<file path="src/timer3_pkg.sv">
/*
 * Constants, register map and control-field layout for the third timer/counter.
 * Assumes sys_clk is the oscillator clock of the device at 100 MHz.
 */
package timer3_pkg;

    // ***************************************************************
    // Register map (word index on the plain register port)
    // ***************************************************************
    localparam logic [2:0] ADDR_CONTROL      = 3'h0;
    localparam logic [2:0] ADDR_CAPTURE_LOW  = 3'h1;
    localparam logic [2:0] ADDR_CAPTURE_HIGH = 3'h2;
    localparam logic [2:0] ADDR_COUNT_LOW    = 3'h3;
    localparam logic [2:0] ADDR_COUNT_HIGH   = 3'h4;

    // ***************************************************************
    // Reset values and count limit
    // ***************************************************************
    localparam logic [7:0]  CONTROL_RESET = 8'h00;
    localparam logic [15:0] WORD_RESET    = 16'h0000;
    localparam logic [15:0] COUNT_MAX     = 16'hffff;

    // ***************************************************************
    // Timing: oscillator clocks per increment
    // ***************************************************************
    localparam int          OSC_PER_MACHINE_CYCLE = 12;
    localparam int          OSC_PER_STATE_TIME    = 2;
    localparam logic [3:0]  MACHINE_LAST = 4'(OSC_PER_MACHINE_CYCLE - 1);
    localparam logic [3:0]  STATE_LAST   = 4'(OSC_PER_STATE_TIME - 1);
    localparam logic [3:0]  BIT_DIV_LAST = 4'hf;
    localparam logic [3:0]  PRESC_RESET  = 4'h0;

    // ***************************************************************
    // Interrupt identity within the device
    // ***************************************************************
    localparam logic [15:0] IRQ_VECTOR    = 16'h002b;
    localparam logic [2:0]  IRQ_PRIO_RANK = 3'h6;

    // Control register, most significant field first.
    typedef struct packed {
        logic overflow_flag;
        logic external_flag;
        logic receive_clock_select;
        logic transmit_clock_select;
        logic external_enable;
        logic run_control;
        logic counter_select;
        logic capture_reload_select;
    } control_s;

endpackage

</file>
<file path="src/timer3_capture_reload_baud.sv">
/*
 * Third 16-bit timer/counter with capture, auto-reload and baud-rate modes.
 * Assumes a synchronous CPU register port, pins synchronous to sys_clk and a
 * serial port that takes the clock pulses and bit ticks this block drives.
 */
// The implementer's own choices: the register offsets and the strobed register port.
`timescale 1ns/100ps
// Notes on behaviour
// RULE_01: Counter select picks internal timing or external event counting in every mode.
// RULE_02: Three modes; without serial selects, capture select picks capture or reload.
// RULE_03: Capture mode sets the overflow flag on every 16-bit overflow.
// RULE_04: Capture mode with external enable copies count on capture input fall.
// RULE_05: Capture input fall sets external flag, which requests interrupts too.
// RULE_06: Auto-reload rollover sets overflow flag and loads count from capture registers.
// RULE_07: Auto-reload with external enable also reloads on capture input fall.
// RULE_08: Any serial select enters baud mode; reload on high-byte rollover, ignore select.
// RULE_09: Receive and transmit selects route this timer's overflows independently.
// RULE_10: Baud mode rollover never sets the overflow flag nor interrupts.
// RULE_11: Baud mode capture input fall sets external flag without reloading.
// RULE_12: Serial bit rate equals this timer's overflow rate divided by sixteen.
// RULE_13: Timer counts every machine cycle; in baud mode every state time.
// RULE_14: Internal baud rate is oscillator over 32 times (65536 minus capture).
// RULE_15: Run control starts and stops counting; software sets it separately.
// RULE_16: Flags are never cleared by hardware; software clears via control writes.
// RULE_17: Counter operation advances on external count input pulses.
// RULE_18: Software should stop the timer before touching counts in baud timing.
// RULE_19: Interrupt request is overflow flag OR external flag, not auto-cleared.
// RULE_20: Interrupt uses vector 002BH with lowest priority within its level.
// RULE_21: Falling edges found by comparing previous and current synchronous samples.

module timer3_capture_reload_baud (
    input  wire logic        sys_clk,
    input  wire logic        rst,
    input  wire logic        clk_en,
    input  wire logic [2:0]  reg_addr,
    input  wire logic [7:0]  reg_wdata,
    input  wire logic        reg_write,
    input  wire logic        reg_read,
    output logic      [7:0]  reg_rdata,
    input  wire logic        capture_reload_input,
    input  wire logic        external_count_input,
    input  wire logic        timer1_overflow,
    output logic             rx_clock_pulse,
    output logic             tx_clock_pulse,
    output logic             rx_bit_tick,
    output logic             tx_bit_tick,
    output logic             timer_irq,
    output logic      [15:0] irq_vector,
    output logic      [2:0]  irq_priority_rank
);

    // ***************************************************************
    // State
    // ***************************************************************
    timer3_pkg::control_s control;
    logic [15:0]          count;
    logic [15:0]          capture;
    logic [3:0]           presc;
    logic [3:0]           rx_div;
    logic [3:0]           tx_div;
    logic                 cr_prev;
    logic                 ec_prev;

    // ***************************************************************
    // Decode and events
    // ***************************************************************
    logic       wr_control;
    logic       wr_count;
    logic       wr_capture;
    logic       baud_mode;
    logic       cr_fall;
    logic       ec_fall;
    logic [3:0] presc_last;
    logic       presc_done;
    logic       tick;
    logic       overflow_evt;
    logic       ext_event;
    logic       do_reload;
    logic       do_capture;

    // Register port strobes per target.
    assign wr_control = reg_write && reg_addr == timer3_pkg::ADDR_CONTROL;
    assign wr_count   = reg_write && (reg_addr == timer3_pkg::ADDR_COUNT_LOW ||
                                      reg_addr == timer3_pkg::ADDR_COUNT_HIGH);
    assign wr_capture = reg_write && (reg_addr == timer3_pkg::ADDR_CAPTURE_LOW ||
                                      reg_addr == timer3_pkg::ADDR_CAPTURE_HIGH);

    // Mode and edge events; one registered sample per pin gives edge detection.
    assign baud_mode    = control.receive_clock_select |
                          control.transmit_clock_select;                 // [RULE_08]
    assign cr_fall      = cr_prev && !capture_reload_input;              // [RULE_21]
    assign ec_fall      = ec_prev && !external_count_input;              // [RULE_21]
    assign presc_last   = baud_mode ? timer3_pkg::STATE_LAST
                                    : timer3_pkg::MACHINE_LAST;          // [RULE_13]
    assign presc_done   = presc >= presc_last;
    assign tick         = control.run_control &&
                          (control.counter_select ? ec_fall : presc_done); // [RULE_01] [RULE_15] [RULE_17]
    assign overflow_evt = tick && count == timer3_pkg::COUNT_MAX;
    assign ext_event    = control.external_enable && cr_fall;
    // Reload on rollover in reload and baud modes, and on the pin only outside baud mode.
    assign do_reload    = (overflow_evt && (baud_mode || !control.capture_reload_select)) ||
                          (ext_event && !baud_mode &&
                           !control.capture_reload_select);              // [RULE_06] [RULE_07] [RULE_11]
    assign do_capture   = ext_event && !baud_mode &&
                          control.capture_reload_select;                 // [RULE_02] [RULE_04]

    // Pin samples for edge detection.
    always_ff @(posedge sys_clk or posedge rst) begin
        if (rst) begin
            cr_prev <= 1'b1;
            ec_prev <= 1'b1;
        end else if (clk_en) begin
            cr_prev <= capture_reload_input;
            ec_prev <= external_count_input;
        end
    end

    // Prescaler: clears at or past presc_last, or while stopped, so a rate change takes effect within one period.
    always_ff @(posedge sys_clk or posedge rst) begin
        if (rst) begin
            presc <= timer3_pkg::PRESC_RESET;
        end else if (clk_en) begin
            if (presc_done || !control.run_control) begin
                presc <= timer3_pkg::PRESC_RESET;
            end else begin
                presc <= presc + 4'h1;
            end
        end
    end

    // ***************************************************************
    // Counter and capture registers
    // ***************************************************************
    // A CPU write beats the count; racing a running baud timer is software's hazard.
    always_ff @(posedge sys_clk or posedge rst) begin
        if (rst) begin
            count <= timer3_pkg::WORD_RESET;
        end else if (clk_en) begin
            if (wr_count) begin                                          // [RULE_18]
                if (reg_addr == timer3_pkg::ADDR_COUNT_LOW) begin
                    count[7:0] <= reg_wdata;
                end else begin
                    count[15:8] <= reg_wdata;
                end
            end else if (do_reload) begin
                count <= capture;                                        // [RULE_06] [RULE_08]
            end else if (tick) begin
                count <= count + 16'h0001;                               // [RULE_03]
            end
        end
    end

    // Capture registers hold the reload value or the captured count.
    always_ff @(posedge sys_clk or posedge rst) begin
        if (rst) begin
            capture <= timer3_pkg::WORD_RESET;
        end else if (clk_en) begin
            if (wr_capture) begin
                if (reg_addr == timer3_pkg::ADDR_CAPTURE_LOW) begin
                    capture[7:0] <= reg_wdata;
                end else begin
                    capture[15:8] <= reg_wdata;
                end
            end else if (do_capture) begin
                capture <= count;                                        // [RULE_04]
            end
        end
    end

    // Control: flags set by hardware win over a clearing write in the same cycle.
    always_ff @(posedge sys_clk or posedge rst) begin
        if (rst) begin
            control <= timer3_pkg::control_s'(timer3_pkg::CONTROL_RESET);
        end else if (clk_en) begin
            if (wr_control) begin
                control <= timer3_pkg::control_s'(reg_wdata);            // [RULE_16]
            end
            if (overflow_evt && !baud_mode) begin
                control.overflow_flag <= 1'b1;                           // [RULE_03] [RULE_06] [RULE_10]
            end
            if (ext_event) begin
                control.external_flag <= 1'b1;                           // [RULE_05] [RULE_11]
            end
        end
    end

    // ***************************************************************
    // Register read port
    // ***************************************************************
    // Data stand one cycle after the strobe; unmapped words read as zero.
    always_ff @(posedge sys_clk or posedge rst) begin
        if (rst) begin
            reg_rdata <= 8'h00;
        end else if (clk_en) begin
            reg_rdata <= 8'h00;
            if (reg_read) begin
                unique case (reg_addr)
                    timer3_pkg::ADDR_CONTROL:      reg_rdata <= control;
                    timer3_pkg::ADDR_CAPTURE_LOW:  reg_rdata <= capture[7:0];
                    timer3_pkg::ADDR_CAPTURE_HIGH: reg_rdata <= capture[15:8];
                    timer3_pkg::ADDR_COUNT_LOW:    reg_rdata <= count[7:0];
                    timer3_pkg::ADDR_COUNT_HIGH:   reg_rdata <= count[15:8];
                    default:                       reg_rdata <= 8'h00;
                endcase
            end
        end
    end

    // ***************************************************************
    // Serial clocks and interrupt
    // ***************************************************************
    // Each direction picks its own source, so the two rates may differ.
    always_ff @(posedge sys_clk or posedge rst) begin
        if (rst) begin
            rx_clock_pulse <= 1'b0;
            tx_clock_pulse <= 1'b0;
        end else if (clk_en) begin
            rx_clock_pulse <= control.receive_clock_select ? overflow_evt
                                                           : timer1_overflow; // [RULE_09]
            tx_clock_pulse <= control.transmit_clock_select ? overflow_evt
                                                            : timer1_overflow; // [RULE_09]
        end
    end

    // Divide own overflows by sixteen into bit ticks; with internal timing at
    // state rate this gives oscillator / (32 * (65536 - capture)).
    always_ff @(posedge sys_clk or posedge rst) begin
        if (rst) begin
            rx_div      <= 4'h0;
            tx_div      <= 4'h0;
            rx_bit_tick <= 1'b0;
            tx_bit_tick <= 1'b0;
        end else if (clk_en) begin
            rx_bit_tick <= 1'b0;
            tx_bit_tick <= 1'b0;
            if (overflow_evt && control.receive_clock_select) begin
                rx_div      <= rx_div + 4'h1;                            // [RULE_12] [RULE_14]
                rx_bit_tick <= rx_div == timer3_pkg::BIT_DIV_LAST;
            end
            if (overflow_evt && control.transmit_clock_select) begin
                tx_div      <= tx_div + 4'h1;                            // [RULE_12] [RULE_14]
                tx_bit_tick <= tx_div == timer3_pkg::BIT_DIV_LAST;
            end
        end
    end

    // Request follows the flags; taking the vector clears neither.
    always_ff @(posedge sys_clk or posedge rst) begin
        if (rst) begin
            timer_irq         <= 1'b0;
            irq_vector        <= timer3_pkg::WORD_RESET;
            irq_priority_rank <= 3'h0;
        end else if (clk_en) begin
            timer_irq         <= control.overflow_flag | control.external_flag; // [RULE_19]
            irq_vector        <= timer3_pkg::IRQ_VECTOR;                 // [RULE_20]
            irq_priority_rank <= timer3_pkg::IRQ_PRIO_RANK;              // [RULE_20]
        end
    end
endmodule

</file>
<file path="config.mk">
export PLATFORM = sky130hd
export DESIGN_NAME = timer3_capture_reload_baud
export DESIGN_NICKNAME = d
export VERILOG_FILES = /design/src/timer3_pkg.sv /design/src/timer3_capture_reload_baud.sv
export SDC_FILE = /design/constraint.sdc
export NUM_CORES = 1
export LEC_CHECK = 0
export ABC_AREA = 1
export CAP_MARGIN = 20
export CORE_UTILIZATION = 60
export CTS_CLUSTER_SIZE = 8
export DETAILED_ROUTE_END_ITERATION = 10
export DONT_BUFFER_PORTS = 1
export GPL_TIMING_DRIVEN = 1
export PLACE_DENSITY = 0.85
export SETUP_SLACK_MARGIN = 0.02
export SYNTH_ARGS = -nofsm -noshare
export SYNTH_HDL_FRONTEND = slang
export SYNTH_SLANG_ARGS = --single-unit
</file>
<file path="constraint.sdc">
create_clock -name sys_clk -period 6.47 [get_ports sys_clk]
set_input_delay 1.6175 -clock sys_clk [delete_from_list [all_inputs] [get_ports sys_clk]]
set_output_delay 1.6175 -clock sys_clk [all_outputs]
set_load 0.05 [all_outputs]
</file>
==> flow_summary.yaml <==
floorplan:
  core-area_um2: 6870
  dieArea_um2: 7540
  start_util_pct: 62.8
  dieHeight_um: 86.8
  num_io_pins: 51
  dieWidth_um: 86.8
  row_count: 30
setup_path:
  cpMaxStageDelayCell: "nand2_1"
  cpMostUsedCell: "nand2_1"
  critical_path_required_ns: 6.70
  startpoint_type: "input port"
  path_class: "in -> reg"
  cpPeakStageDelay_ns: 0.53
  cp_max_fo: 22
  path_cells: "nor3_1, nand2_1, inv_1, nand2_1, nand2_1, nand2_1, nand3_1, nand2_1, nand2_1, nand2_1"
  arrival_ns: 3.33
  critPathCaptureType: "flip-flop"
timing:
  min_period_ns: 3.10
  slew_viol_final: 0
  tightest_slew_ns: 0.830
  setup_ws_ns: 3.37
  max-slew-margin-rel_pct: 44.7
  rsz0062_at_grt: "false"
  hold_ws_ns: 0.502
  max_freq_mhz: 323
  fin_crit_sh_pct: 47.9
  finalHoldViolations: 0
  finClkSkew_ns: 0.00949
  setup_viol: 0
  fin_tns_setup_ns: 0
route:
  drtIter0Drc: 466
  wl_per_cell_um: 16.3
  dr.pass1.iters: 6
  detail_route.vias_per_cell: 5.84
  via_count: 3920
  wirelength_mm: 10.9
  postRouteAntennaNets: 0
  drc: 0
synth:
  synth_area_um2: 4320
  synthAdderAreaFrac_pct: 1.74
  ys_seq_area_share_pct: 39.5
  async_flop_share_pct: 100
  synth-edff-count: 0
  synth-compound-area-share_pct: 13.4
  ys_top_cells_by_count: "124 x nand2_1, 70 x inv_1, 66 x dfrtp_1, 63 x nor2_1, 39 x nand3_1"
  synth_top_cell_by_area: "dfrtp_1"
  synth-xor-area-share_pct: 3.04
  ys_warn_count: 0
  yosysMostFrequentCell: "nand2_1"
  synth_top_area_share_pct: 38.3
  yosys.area_share.simple_pct: 28.3
  ys_top_cells_by_area: "dfrtp_1 38%, nand2_1 11%, inv_1 6.1%"
  synth_top_family_by_area: "simple AND/OR/NAND/NOR gates"
  ys_ff_latch: 68
  synthMuxAreaShare_pct: 1.28
  syn_inst: 580
  ys_types: 44
  syn-mean-instance-area_um2: 7.44
  ys.flop_type: "dfrtp_1"
grt:
  antenna_found_initial: 0
  grt_usage_pct: 31.5
  grt_first_pass_wirelength_mm: 18.1
  grt_pass1_vias: 3793
  grt_overflow: 0
  grt_max_degree: 68
pwr:
  power.density_nw_per_um2: 370
  peakVddDrop_mv: 0.189
  p_leak_uw: 0.00231
cells_and_area:
  area_delta_synth_final_pct: 3.36
  drive_above_1_share_pct: 10.6
  post-route-util_pct: 64.9
  nNetsFinal: 595
  diodes: 0
clocking:
  cts_sinks: 68
  hold_buffers: 0
  cts_buffer_depth: 2
  htree_levels: 3
  cts_root_buffer: "clkbuf_8"
  cts_resized: 0
  cts_setup_buffers: 0
  numCtsBuffers: 9
  cts_tree: "built"
  clock_latency_ns: 0.34
  clk_pin_slew_ns: 0.08
outcome:
  outcome: "finished, final reports clean"
placement:
  dp_hpwl_mm: 8.08
  dp_slack_ns: 3.07
  place.port_buffers: 0
  place_congestion: 0.933
run:
  drv_cap: 0
hold_path:
  hold_path.class: "reg -> reg"
[path summary, 6_finish.rpt]
kind	start	endpoint	slack (ns)	depth (start not counted)
min reg2reg	tx_div[2]	tx_div[2]	0.50	1
min in group asynchronous	rst	irq_priority_rank[1]	0.98	1
max in group asynchronous	rst	count[13]	4.50	2
min	tx_div[2]	tx_div[2]	0.50	1
max	capture_reload_input	count[0]	3.37	10
max reg2reg	control[4]	count[0]	3.39	14
[critical path, delay by kind of cell]
family	cells	cell delay, ns
buffers and inverters	1	0.10
AND/OR/NAND/NOR	9	1.60
[stage by stage]
stage	power, uW	std cells	instance area, um2
after floorplan	1140	592	4360
after global placement	1260	655	4260
after detailed placement	1280	655	4260
after CTS	1640	671	4460
after global routing	1770	671	4460
final	1650	671	4460
[logic make-up after synthesis]
group | Yosys count
buf+inv | 117
xor+xnor | 15
fa+ha+maj | 6
mux | 5
compound gates | 100
other cells | 1
simple gates | 268
flops | 68
[state kept, by name, summed over array words and instances, names as in the netlist]
name,cells
rx_div,4
timer_irq,1
cr_prev,1
control,8
reg_rdata,8
count,16
rx_clock_pulse,1
rx_bit_tick,1
capture,16
irq_priority_rank,1
tx_bit_tick,1
ec_prev,1
tx_div,4
tx_clock_pulse,1
presc,4
[final cells by class]
cell class                      instances  area [um2]
Clock buffer                           10         138
Clock inverter                          6        62.6
Fill cell                             578        2410
Inverter                               82         310
Multi-Input combinational cell        407        2110
Sequential cell                        68        1710
Tap cell                               96         120
Timing Repair Buffer                    2        15.0
[power breakdown]
group	switching [uW]	total [uW]	internal [uW]
Sequential	137	675	538
Combinational	414	620	207
Clock	168	357	189
[cell usage in the layout (no fill, tap or decap), types with 7 or more instances in the layout]
master,n
nand4_1,17
conb_1,13
clkbuf_8,10
nor2_1,63
xor2_1,7
o22ai_1,16
inv_1,69
o21ai_0,33
dfrtp_1,65
a21oi_1,31
a211oi_1,8
xnor2_1,8
nand3_1,39
inv_2,11
nand2_1,124
[layer usage]
metal / track usage, % / wire length (um) / vias up
li1: - / - / 1844
met1: 41.7 / 4580 / 1835
met2: 50.5 / 5130 / 205
met3: 5.81 / 848 / 36
met4: 13.8 / 366 / 0
met5: 0 / 0 / -
No activity file was read; power rests on OpenSTA's default activity.
